<file path="src/hw/ccsc_defines.vh">
// Purpose: constants for the charge count and sleep control block
// Assumes: 20 MHz core clock
// Notes:   times in their own unit; cycle counts derived below
`ifndef CCSC_DEFINES_VH
`define CCSC_DEFINES_VH
`define CCSC_CLK_HZ            20000000
// normal time counter period 0.8789 s, in microseconds
`define CCSC_TC_PERIOD_US      878900
`define CCSC_TC_CYCLES         ((`CCSC_CLK_HZ / 1000000) * `CCSC_TC_PERIOD_US)
// slow time counter period 225 s = 256 normal periods
`define CCSC_TC_SLOW_DIV       256
// one hour, in seconds and in core clocks; 20 MHz x 3600 s needs 37 bits,
// so the cycle count is sized here instead of overflowing integer arithmetic
`define CCSC_HOUR_S            3600
`define CCSC_HOUR_CYCLES       40'h10C388D000
// wake threshold codes; 3.05 uV per step
`define CCSC_WAKE_SEL_RESET    3'h7
`define CCSC_WAKE_SEL_OFF      3'h0
`define CCSC_SLEEP_ALLOW_RESET 1'b1
// temperature in quarter kelvin: 0 C, 25 C, 60 C
`define CCSC_TQ_0C             12'h445
`define CCSC_TQ_25C            12'h4A9
`define CCSC_TQ_60C            12'h535
`define CCSC_TQ_10DEG          12'h028
`endif

</file>
<file path="src/hw/ccsc_top.v">
// Purpose: coulomb counting, time counters, self-discharge and sleep control
// Assumes: one clock core_clk 20 MHz; converter pulses already on core_clk
// Notes:   register access lives outside; counters and control are ports
// Behaviour
// - discharge pulses increment discharge accumulator
// - discharge time counter advances while discharging
// - charge pulses increment charge accumulator independently
// - charge time counter advances only while charging
// - time counters are 16 bits and wrap
// - wrap sets overflow flag, then 1/256 rate
// - period 0.8789 s normal, 225 s slow
// - self-discharge hourly at 25 C, doubles per 10 C
// - below 25 C rate halves per 10 C
// - sleep keeps only self-discharge, temperature and the hourly calibration strobe updating
// - idle-sleep needs low current, allow bit, idle hour
// - any line transition wakes sleeping device while pack-present is high
// - reset sets sleep-allow bit
// - wake threshold code 0 none, 1..7 thresholds
// - pack-present low forces sleep
// - pack rise wakes if allowed by history
// - pack rise ignored if asleep at fall and sleep-allow bit set
// - hourly offset calibration strobe, awake or asleep
// - clear bit returns to zero when done
// - time counter clear also clears its overflow
`timescale 1ns/100ps
`include "ccsc_defines.vh"
module ccsc_top #(
  parameter TC_CYCLES   = `CCSC_TC_CYCLES,
  parameter HOUR_CYCLES = `CCSC_HOUR_CYCLES,
  parameter CW          = 16
)(
  input  wire          core_clk,
  input  wire          reset_n,
  input  wire          vfc_pulse,
  input  wire          vfc_discharge,
  input  wire [4:0]    sense_mag,
  input  wire [11:0]   die_temp_q4,
  input  wire          single_wire_line,
  input  wire          pack_present_in,
  input  wire          wr_mode,
  input  wire          wr_sleep_allow,
  input  wire [2:0]    wr_wake_threshold_sel,
  input  wire          wr_clear,
  input  wire [4:0]    wr_clear_bits,
  output reg  [CW-1:0] discharge_accum,
  output reg  [CW-1:0] charge_accum,
  output reg  [CW-1:0] self_discharge_accum,
  output reg  [15:0]   discharge_time_count,
  output reg  [15:0]   charge_time_count,
  output reg           discharge_timer_overflow_flag,
  output reg           charge_timer_overflow_flag,
  output reg           sleep_allow,
  output reg  [2:0]    wake_threshold_sel,
  output reg  [4:0]    counter_clear_reg,
  output reg  [11:0]   temp_reg,
  output reg           sleeping,
  output reg           cal_strobe
);
  // clear bit positions: discharge, charge, self, dtime, ctime
  localparam CLR_D = 0, CLR_C = 1, CLR_S = 2, CLR_DT = 3, CLR_CT = 4;

  //////////////////////////////////////////////////////////////////////////////
  // pin synchronisers: first stage read only by the second; the line resets to
  // its pulled-up idle level so leaving reset shows no false edge
  reg       line_s1_q, line_s2_q, pack_s1_q, pack_s2_q;
  reg       line_prev_q, pack_prev_q;
  wire      line_edge = line_s2_q ^ line_prev_q;
  wire      pack_fall = pack_prev_q & ~pack_s2_q;
  wire      pack_rise = ~pack_prev_q & pack_s2_q;
  always @(posedge core_clk or negedge reset_n)
  begin
    if (!reset_n)
    begin
      line_s1_q   <= 1'b1;
      line_s2_q   <= 1'b1;
      pack_s1_q   <= 1'b1;
      pack_s2_q   <= 1'b1;
      line_prev_q <= 1'b1;
      pack_prev_q <= 1'b1;
    end
    else
    begin
      line_s1_q   <= single_wire_line;
      line_s2_q   <= line_s1_q;
      line_prev_q <= line_s2_q;
      pack_s1_q   <= pack_present_in;
      pack_s2_q   <= pack_s1_q;
      pack_prev_q <= pack_s2_q;
    end
  end

  //////////////////////////////////////////////////////////////////////////////
  // base tick every 0.8789 s; hour tick every hour
  reg  [31:0] tick_cnt_q;
  reg  [39:0] hour_cnt_q;
  wire        tc_tick   = (tick_cnt_q == TC_CYCLES - 1);
  wire        hour_tick = (hour_cnt_q == HOUR_CYCLES - 1);
  always @(posedge core_clk or negedge reset_n)
  begin
    if (!reset_n)
    begin
      tick_cnt_q <= 32'h0;
      hour_cnt_q <= 40'h0;
      cal_strobe <= 1'b0;
    end
    else
    begin
      tick_cnt_q <= tc_tick ? 32'h0 : tick_cnt_q + 32'h1;
      hour_cnt_q <= hour_tick ? 40'h0 : hour_cnt_q + 40'h1;
      // offset calibration runs hourly, awake or asleep
      cal_strobe <= hour_tick;
    end
  end

  //////////////////////////////////////////////////////////////////////////////
  // mode register and clear register; a host set beats the hardware return to zero
  always @(posedge core_clk or negedge reset_n)
  begin
    if (!reset_n)
    begin
      sleep_allow        <= `CCSC_SLEEP_ALLOW_RESET;
      wake_threshold_sel <= `CCSC_WAKE_SEL_RESET;
      counter_clear_reg  <= 5'h00;
    end
    else
    begin
      if (wr_mode)
      begin
        sleep_allow        <= wr_sleep_allow;
        wake_threshold_sel <= wr_wake_threshold_sel;
      end
      // a clear acts in one cycle, so the bit reads one for one cycle
      counter_clear_reg <= wr_clear ? wr_clear_bits : 5'h00;
    end
  end
  wire [4:0] clr = counter_clear_reg;

  //////////////////////////////////////////////////////////////////////////////
  // charge and discharge accumulators, frozen asleep
  wire awake  = ~sleeping;
  wire dis_p  = vfc_pulse & vfc_discharge & awake;
  wire chg_p  = vfc_pulse & ~vfc_discharge & awake;
  always @(posedge core_clk or negedge reset_n)
  begin
    if (!reset_n)
    begin
      discharge_accum <= {CW{1'b0}};
      charge_accum    <= {CW{1'b0}};
    end
    else
    begin
      if (clr[CLR_D])
        discharge_accum <= {CW{1'b0}};
      else if (dis_p)
        discharge_accum <= discharge_accum + 1'b1;
      if (clr[CLR_C])
        charge_accum <= {CW{1'b0}};
      else if (chg_p)
        charge_accum <= charge_accum + 1'b1;
    end
  end

  //////////////////////////////////////////////////////////////////////////////
  // direction held from last pulse; time counters with slow prescaler
  reg       dir_dis_q, dir_chg_q;
  reg [7:0] dslow_q, cslow_q;
  always @(posedge core_clk or negedge reset_n)
  begin
    if (!reset_n)
    begin
      dir_dis_q <= 1'b0;
      dir_chg_q <= 1'b0;
    end
    else if (vfc_pulse)
    begin
      dir_dis_q <= vfc_discharge;
      dir_chg_q <= ~vfc_discharge;
    end
    else if (tc_tick)
    begin
      // no pulse in a whole tick means no current in either direction
      dir_dis_q <= 1'b0;
      dir_chg_q <= 1'b0;
    end
  end

  wire dstep = tc_tick & dir_dis_q & awake &
               (~discharge_timer_overflow_flag | (dslow_q == 8'hFF));
  wire cstep = tc_tick & dir_chg_q & awake &
               (~charge_timer_overflow_flag | (cslow_q == 8'hFF));
  always @(posedge core_clk or negedge reset_n)
  begin
    if (!reset_n)
    begin
      discharge_time_count          <= 16'h0000;
      charge_time_count             <= 16'h0000;
      discharge_timer_overflow_flag <= 1'b0;
      charge_timer_overflow_flag    <= 1'b0;
      dslow_q                       <= 8'h00;
      cslow_q                       <= 8'h00;
    end
    else
    begin
      if (clr[CLR_DT])
      begin
        discharge_time_count          <= 16'h0000;
        discharge_timer_overflow_flag <= 1'b0;
        dslow_q                       <= 8'h00;
      end
      else
      begin
        if (tc_tick & dir_dis_q & awake & discharge_timer_overflow_flag)
          dslow_q <= dslow_q + 8'h01;
        if (dstep)
        begin
          discharge_time_count <= discharge_time_count + 16'h0001;
          if (discharge_time_count == 16'hFFFF)
            discharge_timer_overflow_flag <= 1'b1;
        end
      end
      if (clr[CLR_CT])
      begin
        charge_time_count          <= 16'h0000;
        charge_timer_overflow_flag <= 1'b0;
        cslow_q                    <= 8'h00;
      end
      else
      begin
        if (tc_tick & dir_chg_q & awake & charge_timer_overflow_flag)
          cslow_q <= cslow_q + 8'h01;
        if (cstep)
        begin
          charge_time_count <= charge_time_count + 16'h0001;
          if (charge_time_count == 16'hFFFF)
            charge_timer_overflow_flag <= 1'b1;
        end
      end
    end
  end

  //////////////////////////////////////////////////////////////////////////////
  // self-discharge: an eight-hour frame split into 64 slots; 2^exp slots count per frame
  // exp = 3 (one count per hour) at 25 C, +1 per 10 C up to 60 C, -1 per 10 C down to 0 C
  // coarse steps are a trade-off: rate doubles exactly per step, but only in 10 C bands
  reg  [5:0] sd_slot_q;
  reg  [2:0] sd_exp;
  wire [39:0] slot_len = HOUR_CYCLES / 8;
  reg  [39:0] slot_cnt_q;
  wire        slot_tick = (slot_cnt_q == slot_len - 1);
  always @*
  begin
    if (die_temp_q4 >= `CCSC_TQ_60C - `CCSC_TQ_10DEG / 2)
      sd_exp = 3'd6;
    else if (die_temp_q4 >= `CCSC_TQ_25C + `CCSC_TQ_10DEG * 2)
      sd_exp = 3'd5;
    else if (die_temp_q4 >= `CCSC_TQ_25C + `CCSC_TQ_10DEG)
      sd_exp = 3'd4;
    else if (die_temp_q4 >= `CCSC_TQ_25C)
      sd_exp = 3'd3;
    else if (die_temp_q4 >= `CCSC_TQ_25C - `CCSC_TQ_10DEG)
      sd_exp = 3'd2;
    else if (die_temp_q4 >= `CCSC_TQ_0C + `CCSC_TQ_10DEG / 2)
      sd_exp = 3'd1;
    else
      sd_exp = 3'd0;
  end
  // a slot counts when its low (6-exp) bits are zero: 2^exp slots per eight-hour frame
  wire [5:0] sd_mask = 6'h3F >> sd_exp;
  wire       sd_step = slot_tick & ((sd_slot_q & sd_mask) == 6'h00) & (sd_exp != 3'd0 | sd_slot_q == 6'h00);
  always @(posedge core_clk or negedge reset_n)
  begin
    if (!reset_n)
    begin
      slot_cnt_q           <= 40'h0;
      sd_slot_q            <= 6'h00;
      self_discharge_accum <= {CW{1'b0}};
      temp_reg             <= 12'h000;
    end
    else
    begin
      slot_cnt_q <= slot_tick ? 40'h0 : slot_cnt_q + 40'h1;
      if (slot_tick)
        sd_slot_q <= sd_slot_q + 6'h01;
      // temperature and self-discharge keep running asleep
      temp_reg <= die_temp_q4;
      if (clr[CLR_S])
        self_discharge_accum <= {CW{1'b0}};
      else if (sd_step)
        self_discharge_accum <= self_discharge_accum + 1'b1;
    end
  end

  //////////////////////////////////////////////////////////////////////////////
  // sleep control
  wire        below_thr = (wake_threshold_sel != `CCSC_WAKE_SEL_OFF) &&
                          ({1'b0, sense_mag} < {3'h0, 3'h0 - wake_threshold_sel});
  reg  [39:0] idle_cnt_q;
  reg         asleep_at_fall_q;
  wire        idle_hour = (idle_cnt_q == HOUR_CYCLES - 1);
  always @(posedge core_clk or negedge reset_n)
  begin
    if (!reset_n)
    begin
      idle_cnt_q       <= 40'h0;
      sleeping         <= 1'b0;
      asleep_at_fall_q <= 1'b0;
    end
    else
    begin
      idle_cnt_q <= (line_edge | ~below_thr | idle_hour) ? 40'h0 : idle_cnt_q + 40'h1;
      if (pack_fall)
      begin
        asleep_at_fall_q <= sleeping;
        sleeping         <= 1'b1;
      end
      else if (!pack_s2_q)
        sleeping <= 1'b1;
      else if (pack_rise)
        sleeping <= ~(~sleep_allow | ~asleep_at_fall_q);
      else if (sleeping & line_edge)
        sleeping <= 1'b0;
      else if (~sleeping & sleep_allow & idle_hour)
        sleeping <= 1'b1;
    end
  end
endmodule

</file>
<file path="config.mk">
export PLATFORM = sky130hd
export DESIGN_NAME = ccsc_top
export DESIGN_NICKNAME = d
export VERILOG_FILES = /design/src/hw/ccsc_top.v
export VERILOG_INCLUDE_DIRS = /design/src /design/src/hw
export SDC_FILE = /design/constraint.sdc
export NUM_CORES = 1
export LEC_CHECK = 0
export BUFFER_PORTS_ARGS = -buffer_cell sky130_fd_sc_hd__buf_2
export CAP_MARGIN = 20
export CORE_MARGIN = 1
export CORE_UTILIZATION = 45
export DETAILED_ROUTE_END_ITERATION = 10
export PLACE_DENSITY_LB_ADDON = 0.2
export SKIP_CTS_REPAIR_TIMING = 1
export SLEW_MARGIN = 10
export SYNTH_ARGS = -nofsm -noshare
export SYNTH_HDL_FRONTEND = slang
export SYNTH_SLANG_ARGS = --single-unit
</file>
<file path="constraint.sdc">
create_clock -name core_clk -period 7.8 [get_ports core_clk]
set_clock_uncertainty 0.2 [all_clocks]
set_input_delay 0.78 -clock core_clk [delete_from_list [all_inputs] [get_ports core_clk]]
set_output_delay 0.78 -clock core_clk [all_outputs]
set_load 0.01 [all_outputs]
</file>
# Yosys cells after proc, flatten, opt, wreduce, memory -nomap -nowiden
# Index checks and enable logic that the tools add are counted.
[op_classes] addsub=13 n_lt_le_gt_ge=7 eq_ne=9 shift=1 mux=39 bitwise_logic=37 n_reduce_logical=17
[ops] op="16-bit 2-to-1 mux" n=10
[ops] op="40-bit by 1-bit adder with 40-bit output, second input constant" n=3
[ops] op="40-bit 2-to-1 mux" n=3
[ops] op="16-bit by 1-bit adder with 16-bit output, second input constant" n=5
[ops] op="40-bit by 37-bit equality test with 1-bit output, second input constant" n=2
[ops] op="12-bit by 11-bit >= comparator with 1-bit output, second input constant" n=6
[ops] op="40-bit by 34-bit equality test with 1-bit output, second input constant" n=1
[ops] op="32-bit by 1-bit adder with 32-bit output, second input constant" n=1
[ops] op="16-bit equality test, second input constant" n=2
[ops] op="32-bit by 25-bit equality test with 1-bit output, second input constant" n=1
[ops] op="32-bit 2-to-1 mux" n=1
[ops] op="8-bit 2-to-1 mux" n=4
[ops] op="2-bit nonzero test" n=10
[ops] op="1-bit bitwise AND" n=19
[ops] op="8-bit by 1-bit adder with 8-bit output, second input constant" n=2
[ops] op="8-bit equality test, second input constant" n=2
[ops] op="1-bit 2-to-1 mux" n=15
[ops] op="6-bit logical NOT" n=2
[ops] op="1-bit NOT" n=10
[ops] op="3-bit 2-to-1 mux" n=3
[ops] op="6-bit by 1-bit adder with 6-bit output, second input constant" n=1
[ops] op="6-bit bitwise AND" n=1
[ops] op="1-bit OR" n=6
[ops] op="3-bit nonzero test" n=2
[ops] op="9 further kinds" n=11
[totals] regBits=288 input_bits=34 out_inout_bits=105 wordCells=152

# Depth between registers and ports, before layout
# Gate-level depths: netlist of the first run.
[depth] ltp_word=14 ltp_mapped=11 mapped_depth_nobuf=9

# Worst setup path before layout of the first run
# Ideal clock, no wire load.
[synth_timing] path_type="input-to-reg" startpoint="input die_temp_q4[2]" endpoint="register self_discharge_accum[1]" arrival_time_ns=2.713 t_required_ns=7.522 slack_ns=4.810 stages=9 n_path_buf=3 path_cell_list="or3_1 -> clkbuf_1 -> o311ai_0 -> o21ai_0 -> o31ai_1 -> clkbuf_1 -> buf_2 -> o21ai_0 -> a21oi_1"
[synth_via] elab_chain_len=13 word_cells_on_any_way=20
[synth_rtl] item="from (decl)" line_no="ccsc_top.v:37" source="input wire [11:0] die_temp_q4,"
[synth_rtl] item="12-bit by 11-bit >= comparator with 1-bit output" line_no="ccsc_top.v:262" source="else if (die_temp_q4 >= `CCSC_TQ_0C + `CCSC_TQ_10DEG / 2)"
[synth_rtl] item="1-bit 2-to-1 mux" line_no="ccsc_top.v:262"
[synth_rtl] item="2-bit 2-to-1 mux" line_no="ccsc_top.v:260" source="else if (die_temp_q4 >= `CCSC_TQ_25C - `CCSC_TQ_10DEG)"
[synth_rtl] item="2-bit 2-to-1 mux" line_no="ccsc_top.v:258" source="else if (die_temp_q4 >= `CCSC_TQ_25C)"
[synth_rtl] item="3-bit 2-to-1 mux" line_no="ccsc_top.v:256" source="else if (die_temp_q4 >= `CCSC_TQ_25C + `CCSC_TQ_10DEG)"
[synth_rtl] item="3-bit 2-to-1 mux" line_no="ccsc_top.v:254" source="else if (die_temp_q4 >= `CCSC_TQ_25C + `CCSC_TQ_10DEG * 2)"
[synth_rtl] item="3-bit 2-to-1 mux *" line_no="ccsc_top.v:252" source="if (die_temp_q4 >= `CCSC_TQ_60C - `CCSC_TQ_10DEG / 2)"
[synth_rtl] item="6-bit by 3-bit >> shifter with 6-bit output" line_no="ccsc_top.v:268" source="wire [5:0] sd_mask = 6'h3F >> sd_exp;"
[synth_rtl] item="6-bit bitwise AND" line_no="ccsc_top.v:269" source="wire sd_step = slot_tick & ((sd_slot_q & sd_mask) == 6'h00) & (sd_exp != 3'd0 | sd_slot_q == 6'h00);"
[synth_rtl] item="6-bit logical NOT" line_no="ccsc_top.v:269"
[synth_rtl] item="1-bit bitwise AND" line_no="ccsc_top.v:269"
[synth_rtl] item="1-bit bitwise AND *" line_no="ccsc_top.v:269"
[synth_rtl] item="2-bit nonzero test (no line) *"
[synth_rtl] item="to (signal assigned)" line_no="ccsc_top.v:276" source="self_discharge_accum <= {CW{1'b0}};"
[synth_rtl] item="to (signal assigned)" line_no="ccsc_top.v:287" source="self_discharge_accum <= {CW{1'b0}};"
[synth_rtl] item="to (signal assigned)" line_no="ccsc_top.v:289" source="self_discharge_accum <= self_discharge_accum + 1'b1;"
[synth_rtl] item="to (decl)" line_no="ccsc_top.v:47" source="output reg [CW-1:0] self_discharge_accum,"
# Mark *: on every way between the ends. The rest lies on a longest branch, timed or not.
# A chain may end at the register's enable or synchronous reset.

# Worst setup path in the final report of the first run
[layout_timing] startpoint="register tick_cnt_q[0]" endpoint="register discharge_time_count[15]"
[layout_via] elab_chain_len=5
[layout_rtl] item="from (decl)" line_no="ccsc_top.v:94" source="reg [31:0] tick_cnt_q;"
[layout_rtl] item="from (signal assigned)" line_no="ccsc_top.v:108" source="tick_cnt_q <= tc_tick ? 32'h0 : tick_cnt_q + 32'h1;"
[layout_rtl] item="32-bit by 25-bit equality test with 1-bit output" line_no="ccsc_top.v:96" source="wire tc_tick = (tick_cnt_q == TC_CYCLES - 1);"
[layout_rtl] item="1-bit bitwise AND (3 in series)" line_no="ccsc_top.v:187" source="wire dstep = tc_tick & dir_dis_q & awake &"
[layout_rtl] item="2-bit nonzero test (no line)"
[layout_rtl] item="to (signal assigned)" line_no="ccsc_top.v:216" source="discharge_time_count <= discharge_time_count + 16'h0001;"
[layout_rtl] item="to (decl)" line_no="ccsc_top.v:48" source="output reg [15:0] discharge_time_count,"
# Every way passes these cells.

==> results of run 1 <==
metal layers:
metal / share of wire, % / vias up / GRT usage (%)
met3: 4.3 / 44 / 3.70
met1: 48 / 5091 / 27.5
met4: 1.8 / 2 / 4.53
met5: 0.044 / - / 0
li1: - / 5049 / -
met2: 46 / 167 / 31.1
final cells by class:
| class | count | area [µm²] | share of cell area [%] |
|---|---|---|---|
| clock inverters | 12 | 113 | 0.712 |
| diodes | 1 | 2.50 | 0.0158 |
| flip-flops and latches | 288 | 7220 | 45.7 |
| inverters | 29 | 109 | 0.688 |
| multi-input cells | 1000 | 6180 | 39.1 |
| repair buffers | 148 | 786 | 4.97 |
| well taps | 390 | 488 | 3.09 |
| clock buffers | 45 | 918 | 5.81 |
cells in the mapped netlist, drive strengths merged, types with 7 or more instances:
library cell / instances / area, µm²
and3: 43 / 269
ha: 17 / 213
or3: 25 / 156
nand4: 65 / 407
nand2b: 7 / 43.8
buf: 13 / 55.1
o31ai: 23 / 173
nand3: 97 / 485
nand2: 106 / 398
dfstp: 10 / 263
and4: 19 / 166
inv: 29 / 109
xor2: 104 / 911
xnor2: 93 / 815
nor4: 31 / 194
o21ai: 38 / 190
nor4b: 10 / 93.8
clkbuf: 28 / 105
nor3: 17 / 95.1
or4: 23 / 173
and2: 21 / 131
a21oi: 43 / 215
nor2: 174 / 653
dfrtp: 278 / 6960
worst max-delay path, stage by stage, from the launching register on:
cell     delay (ps)
dfrtp_1         390
ha_1            210
nand2_1         130
or4_1           590
or3_1           540
or3_1           530
or3_1           370
a21oi_1         140
kinds of logic (layout without fill, tap and decap cells):
family | after synthesis | after routing | synth area share (%)
and+or+nand+nor | 660 | 660 | 25.2
DFF | 288 | 288 | 52.9
xor gates and xnor gates | 197 | 197 | 12.6
AOI/OAI and AO/OA | 118 | 118 | 5.09
buffers and inverters | 70 | 234 | 1.97
adders and majority gates | 17 | 17 | 1.56
muxes | 8 | 8 | 0.605
other | 0 | 1 | 0
worst max-delay path by stage:
stage / endpoint / slack (ps) / cells past startpoint / start
2_1_floorplan: self_discharge_accum[1] / 4810 / 9 / die_temp_q4[2]
3_3_place_gp: self_discharge_accum[15] / 4450 / 7 / die_temp_q4[11]
3_5_place_dp: self_discharge_accum[11] / 4400 / 7 / die_temp_q4[11]
4_1_cts: discharge_time_count[15] / 4610 / 7 / tick_cnt_q[0]
5_1_grt: discharge_time_count[15] / 4440 / 7 / tick_cnt_q[0]
6_report: discharge_time_count[15] / 4620 / 7 / tick_cnt_q[0]
metrics by stage:
step | power [mW] | instances | instance area (µm²) | setup slack, ps
2_1_floorplan | 1.58 | 1358 | 13600 | 4810
3_3_place_gp | 1.65 | 1853 | 14800 | 4450
4_1_cts | 3.13 | 1911 | 15800 | 4610
3_5_place_dp | 1.65 | 1854 | 14800 | 4400
5_1_grt | 3.20 | 1913 | 15800 | 4440
6_report | 3.08 | 1913 | 15800 | 4620
power by group:
group	switching (mW)	internal [mW]	leakage [nW]
Clock	0.587	0.877	0.516
Sequential	0.0192	1.51	3.90
Combinational	0.0615	0.0276	2.70
Total	0.667	2.41	7.12
cell usage in the layout, fill, tap and decap left out, types with 43 or more instances in the layout:
cell type    n
dfrtp_1    278
nor2_1     174
buf_2      138
nand2_1    106
xor2_1     104
nand3_1     97
xnor2_1     93
nand4_1     65
and3_1      43
a21oi_1     43
==> results.py, run 1 <==
metrics = {
    "status": {
        "outcome": "completed",
    },
    "power_and_ir_drop": {
        "p_per_area_nw_per_um2": 195,
        "vdd_drop_max_mv": 0.154,
        "p_leak_nw": 7.12,
    },
    "worst_setup_path": {
        "path_class": "reg -> reg",
        "crit_path_start_kind": "flop",
        "required_ps": 8060,
        "r2r_start": "tick_cnt_q[0]",
        "r2r_setup_slack_ps": 4620,
        "worst-path-max-fanout": 12,
        "reg2reg_depth": 7,
        "crit_arrival_ps": 3440,
        "cp-end-kind": "flop",
        "worstReg2RegEnd": "discharge_time_count[15]",
    },
    "layout": {
        "area_delta_synth_final_pct": 15.9,
        "top_regs": "hour_cnt_q: 40 flops, idle_cnt_q: 40 flops, slot_cnt_q: 40 flops",
        "fillerInstances": 2695,
        "fin_nets": 1549,
        "final_util_pct": 53.2,
        "layout-drive-gt1-share_pct": 14.7,
    },
    "die": {
        "rows": 63,
        "fp.dieW_um": 176,
        "die_area_um2": 31000,
        "start_util_pct": 45.9,
        "pin_count": 139,
        "die_h_um": 176,
        "core-area_um2": 29700,
    },
    "grt": {
        "grt_usage_pct": 19.5,
        "gr-total-overflow": 0,
        "grt_first_pass_wirelength_um": 50300,
        "grt_max_degree": 177,
        "grt_pass1_vias": 10000,
        "antenna_found_initial": 2,
    },
    "routing": {
        "avgViaCountPerCell": 5.41,
        "vias": 10400,
        "wl_um": 29600,
        "drc": 0,
        "firstDrtPassIters": 5,
        "ant_nets": 0,
        "drt_iter0_markers": 573,
        "wl_per_cell_um": 15.5,
    },
    "timing": {
        "fin_setup_tns_ps": 0,
        "setup_viol": 0,
        "period_share_pct": 40.8,
        "worst_pin_slew_ps": 1070,
        "period_needed_ps": 3180,
        "hold_viol": 0,
        "grt_setup_unrepaired": "false",
        "worst_hold_slack_ps": 109,
        "max_freq_ghz": 0.314,
        "slew_viol_final": 0,
        "slew_headroom_pct": 28.9,
    },
    "logic_synthesis": {
        "synth_nets": 1409,
        "synth_seq_cells": 288,
        "synth_top_flop_cell": "dfrtp_1",
        "ys_seq_area_share_pct": 52.9,
        "async_reset_ff_share_pct": 100,
        "synth.distinct_cells": 50,
        "netlist_instances": 1358,
        "ys_warn_count": 0,
        "avgSynthCellArea_um2": 10.0,
        "synth_edf_count": 0,
        "netlist_area_um2": 13600,
    },
    "clocking": {
        "cts_max_level": 1,
        "cts-root-buf": "clkbuf_16",
        "clock_path_buffers": 3,
        "clk_latency_ps": 550,
        "numCtsBuffers": 31,
        "tritoncts": "yes",
        "path_clk_slew_ps": 60,
        "clkSinkCount": 288,
    },
    "placement": {
        "place_congestion": 0.836,
        "dp_hpwl_um": 19900,
        "io_buffers": 138,
    },
    "hold_path": {
        "min_path_type": "in -> async",
    },
    "flow_run": {
        "cap_violations": 0,
    },
}
No activity file was read; power rests on OpenSTA's default activity.
==> run 2: changes to the inputs <==
==> constraint.sdc (replaced) <==
create_clock -name core_clk -period 3 [get_ports core_clk]
set_clock_uncertainty 0.2 [all_clocks]
set_input_delay 0.3 -clock core_clk [delete_from_list [all_inputs] [get_ports core_clk]]
set_output_delay 0.3 -clock core_clk [all_outputs]
set_load 0.01 [all_outputs]
==> results.py, run 2 (synthesized netlist as in run 1, its figures left out) <==
metrics = {
    "status": {
        "outcome": "completed",
    },
    "flow_run": {
        "cap_violations": 0,
    },
    "placement": {
        "io_buffers": 138,
        "placedCellCount": 1877,
        "dpl-instance-area_um2": 15000,
        "post-place-ws_ps": 146,
        "place_congestion": 0.812,
        "dp_hpwl_um": 20500,
    },
    "die": {
        "die_h_um": 176,
        "die_area_um2": 31000,
        "rows": 63,
        "fp.dieW_um": 176,
        "pin_count": 139,
        "core-area_um2": 29700,
        "start_util_pct": 45.9,
    },
    "worst_setup_path": {
        "worst-path-max-fanout": 7,
        "critPathTopFamily": "simple AND/OR/NAND/NOR gates",
        "max_stage_delay_ps": 580,
        "cp_common_cell": "or3_1",
        "critical_path.slowest_cell": "or4_1",
        "cp-end-kind": "flop",
        "path_buf_inv": 0,
        "crit_arrival_ps": 3100,
        "crit_path_start_kind": "flop",
        "required_ps": 3270,
        "path_class": "reg -> reg",
        "cp_cell_sequence": "ha_1, nand2_1, or4_1, or3_1, or3_4, or3_1, a21oi_1",
    },
    "grt": {
        "grt_max_degree": 83,
        "met3_usage_pct": 3.01,
        "met1_usage_pct": 27.1,
        "grt_first_pass_wirelength_um": 49400,
        "grt_pass1_vias": 9909,
        "antenna_found_initial": 0,
        "gr-usage-met2_pct": 31.2,
        "gr-max-usage-layer": "met2",
        "gr-total-overflow": 0,
        "grt_usage_pct": 19.2,
    },
    "timing": {
        "worst_pin_slew_ps": 654,
        "max_freq_ghz": 0.354,
        "setup_viol": 0,
        "worst_hold_slack_ps": 98.9,
        "hold_viol": 0,
        "fin_setup_tns_ps": 0,
        "period_share_pct": 94.3,
        "grt_setup_unrepaired": "true",
        "period_needed_ps": 2830,
        "slew_headroom_pct": 56.4,
        "fin_ws_ps": 172,
        "slew_viol_final": 0,
    },
    "routing": {
        "avgViaCountPerCell": 5.30,
        "drt_iter0_markers": 509,
        "wl_um": 30000,
        "ant_nets": 0,
        "vias": 10500,
        "firstDrtPassIters": 5,
        "drc": 0,
        "wl_per_cell_um": 15.2,
    },
    "layout": {
        "final_cells": 1976,
        "layout-drive-gt1-share_pct": 15.8,
        "top_regs": "hour_cnt_q: 40 flops, idle_cnt_q: 40 flops, slot_cnt_q: 40 flops",
        "area_delta_synth_final_pct": 20.9,
        "fillerInstances": 2606,
        "fin_area_um2": 16500,
        "final_common_cell": "dfrtp_1",
        "layout_common_cells": "278 x dfrtp_1, 174 x nor2_1, 137 x buf_2, 106 x nand2_1, 104 x xor2_1",
        "seqCellArea_um2": 7220,
        "fin_nets": 1615,
        "multi_input_area_um2": 6190,
        "antenna_cells": 0,
    },
    "clocking": {
        "tritoncts": "yes",
        "numCtsBuffers": 31,
        "clock_path_buffers": 3,
        "clk_latency_ps": 550,
        "cts-root-buf": "clkbuf_16",
        "clkSinkCount": 288,
        "path_clk_slew_ps": 60,
        "cts_max_level": 1,
    },
    "power_and_ir_drop": {
        "vdd_drop_max_mv": 0.421,
        "p_per_area_nw_per_um2": 498,
        "p_leak_nw": 7.44,
    },
    "hold_path": {
        "min_path_type": "in -> async",
    },
}
run 2: cell type report:
type                            count  area share (%)
Clock buffer                       45            5.69
Clock inverter                     10           0.789
Inverter                           29           0.660
Multi-Input combinational cell   1000            37.5
Sequential cell                   288            43.8
Tap cell                          390            2.96
Timing Repair Buffer              214            8.62
run 2: power by group:
group | switching (mW) | internal, mW
clock network | 1.54 | 2.41
registers | 0.0291 | 3.93
logic | 0.191 | 0.120
run 2: worst register-to-register path: cells and delay by family, from the launching register on:
| family | cells | cell delay [ps] |
|---|---|---|
| and+or+nand+nor | 5 | 1800 |
| DFF | 1 | 380 |
| adders and majority gates | 1 | 220 |
| AOI/OAI and AO/OA | 1 | 140 |
run 2: worst paths after layout:
path | from | slack [ps] | endpoint | depth (start not counted)
hold / removal | reset_n | 100 | idle_cnt_q[18] | 2
max in group asynchronous | reset_n | 1690 | hour_cnt_q[5] | 3
min in group core_clk | line_s1_q | 160 | line_s2_q | 0
setup reg to reg | tick_cnt_q[0] | 170 | discharge_time_count[15] | 7
hold reg to reg | line_s1_q | 160 | line_s2_q | 0
setup / recovery | tick_cnt_q[0] | 170 | discharge_time_count[15] | 7
run 2: metrics by stage:
step	total power, mW	util (%)
6_report	8.21	55.5
5_1_grt	8.50	55.5
4_1_cts	8.28	54.0
3_5_place_dp	4.30	50.4
3_3_place_gp	4.30	50.4
2_1_floorplan	4.12	-
run 2: layer usage:
layer / wire length (µm) / share of wire, %
met2: 13900 / 46
met3: 1070 / 3.6
met1: 14400 / 48
met5: 0 / 0
met4: 551 / 1.8
==> run 3: changes to the inputs <==
--- a/config.mk
+++ b/config.mk
@@ -8,6 +8,7 @@
 export LEC_CHECK = 0
 export BUFFER_PORTS_ARGS = -buffer_cell sky130_fd_sc_hd__buf_2
 export CAP_MARGIN = 20
+export CORE_ASPECT_RATIO = 0.9
 export CORE_MARGIN = 1
 export CORE_UTILIZATION = 45
 export DETAILED_ROUTE_END_ITERATION = 10
==> results.py, run 3 (synthesized netlist as in run 1, its figures left out) <==
metrics = {
    "clocking": {
        "clkSinkCount": 288,
        "tritoncts": "yes",
        "cts_max_level": 1,
        "clk_latency_ps": 560,
        "path_clk_slew_ps": 60,
        "cts-root-buf": "clkbuf_16",
        "clock_path_buffers": 3,
        "numCtsBuffers": 31,
    },
    "grt": {
        "grt_pass1_vias": 10000,
        "grt_usage_pct": 19.0,
        "grt_max_degree": 71,
        "antenna_found_initial": 0,
        "grt_first_pass_wirelength_um": 49200,
        "gr-total-overflow": 0,
    },
    "layout": {
        "antenna_cells": 0,
        "area_delta_synth_final_pct": 20.6,
        "layout-drive-gt1-share_pct": 15.8,
        "top_regs": "hour_cnt_q: 40 flops, idle_cnt_q: 40 flops, slot_cnt_q: 40 flops",
        "final_common_cell": "dfrtp_1",
        "fin_nets": 1612,
        "layout_common_cells": "278 x dfrtp_1, 174 x nor2_1, 137 x buf_2, 106 x nand2_1, 104 x xor2_1",
        "fin_area_um2": 16500,
    },
    "flow_run": {
        "cap_violations": 0,
    },
    "worst_setup_path": {
        "worst-path-max-fanout": 7,
        "required_ps": 3270,
        "cp-end-kind": "flop",
        "critical_path.slowest_cell": "or4_1",
        "cp_common_cell": "or3_1",
        "path_class": "reg -> reg",
        "cp_cell_sequence": "ha_1, nand2_1, or4_1, or3_1, or3_4, or3_1, a21oi_1",
        "reg2reg_depth": 7,
        "crit_path_start_kind": "flop",
        "max_stage_delay_ps": 580,
        "crit_arrival_ps": 3120,
    },
    "die": {
        "rows": 60,
        "die_h_um": 167,
        "core-area_um2": 29900,
        "die_area_um2": 31000,
        "fp.dieW_um": 186,
        "start_util_pct": 45.7,
        "pin_count": 139,
    },
    "timing": {
        "fin_ws_ps": 151,
        "max_freq_ghz": 0.351,
        "setup_viol": 0,
        "period_needed_ps": 2850,
        "worst_pin_slew_ps": 753,
        "period_share_pct": 95.0,
        "slew_headroom_pct": 49.8,
        "hold_viol": 0,
        "slew_viol_final": 0,
    },
    "routing": {
        "met3_length_um": 1450,
        "firstDrtPassIters": 4,
        "highest_layer": "met4",
        "ant_nets": 0,
        "wl_per_cell_um": 14.9,
        "drc": 0,
        "avgViaCountPerCell": 5.28,
        "drt-met1-wl_um": 14200,
        "drt_iter0_markers": 570,
        "wl_met2_um": 13500,
        "wl_um": 29600,
        "vias": 10500,
    },
    "placement": {
        "post-place-ws_ps": 123,
        "io_buffers": 138,
        "dpl-instance-area_um2": 15000,
        "dp_hpwl_um": 19900,
        "place_congestion": 0.810,
    },
    "hold_path": {
        "min_path_type": "in -> async",
    },
    "power_and_ir_drop": {
        "p_per_area_nw_per_um2": 490,
        "vdd_drop_max_mv": 0.427,
        "p_leak_nw": 7.41,
    },
    "status": {
        "outcome": "completed",
    },
}
-- run 3: path summary, 6_finish.rpt --
kind	from	endpoint	slack (ps)
worst max-delay path	tick_cnt_q[0]	discharge_time_count[15]	150
worst min-delay path	reset_n	idle_cnt_q[2]	120
worst max register to register	tick_cnt_q[0]	discharge_time_count[15]	150
worst min register to register	line_s1_q	line_s2_q	150
max in group asynchronous	reset_n	charge_accum[4]	1700
min in group core_clk	line_s1_q	line_s2_q	150
-- run 3: report_power, final --
| part | internal, mW | switching, mW | total (mW) |
|---|---|---|---|
| Sequential | 3.93 | 0.0340 | 3.96 |
| Clock | 2.24 | 1.56 | 3.80 |
| Combinational | 0.120 | 0.185 | 0.305 |
| Total | 6.28 | 1.78 | 8.07 |
-- run 3: critical path: cells and delay by family, from the launching register on --
family	cells	cell delay (ps)
simple gates	5	1810
flops	1	380
fa+ha+maj	1	220
compound gates	1	150
-- run 3: final cells by class --
cell class,instances,area (µm²)
multi-input cells,1000,6170
fillers,2678,13400
clock inverters,17,150
flip-flops and latches,288,7220
inverters,29,109
repair buffers,211,1410
well taps,403,504
clock buffers,41,883
-- run 3: metrics by stage --
stage,power [mW],hold WS (ps),setup TNS (ps),utilization [%],cells
2_1_floorplan,4.12,-196,0,-,1358
3_3_place_gp,4.29,121,0,50.2,1888
3_5_place_dp,4.29,118,0,50.2,1888
4_1_cts,8.15,-472,0,53.6,1946
5_1_grt,8.37,158,-32.9,55.1,1989
6_report,8.07,125,0,55.1,1989
-- run 3: per-layer routing --
metal	vias to the layer above	track usage [%]
met5	-	0
met4	0	4.06
met2	182	29.7
met3	38	4.09
li1	5185	-
met1	5106	27.1
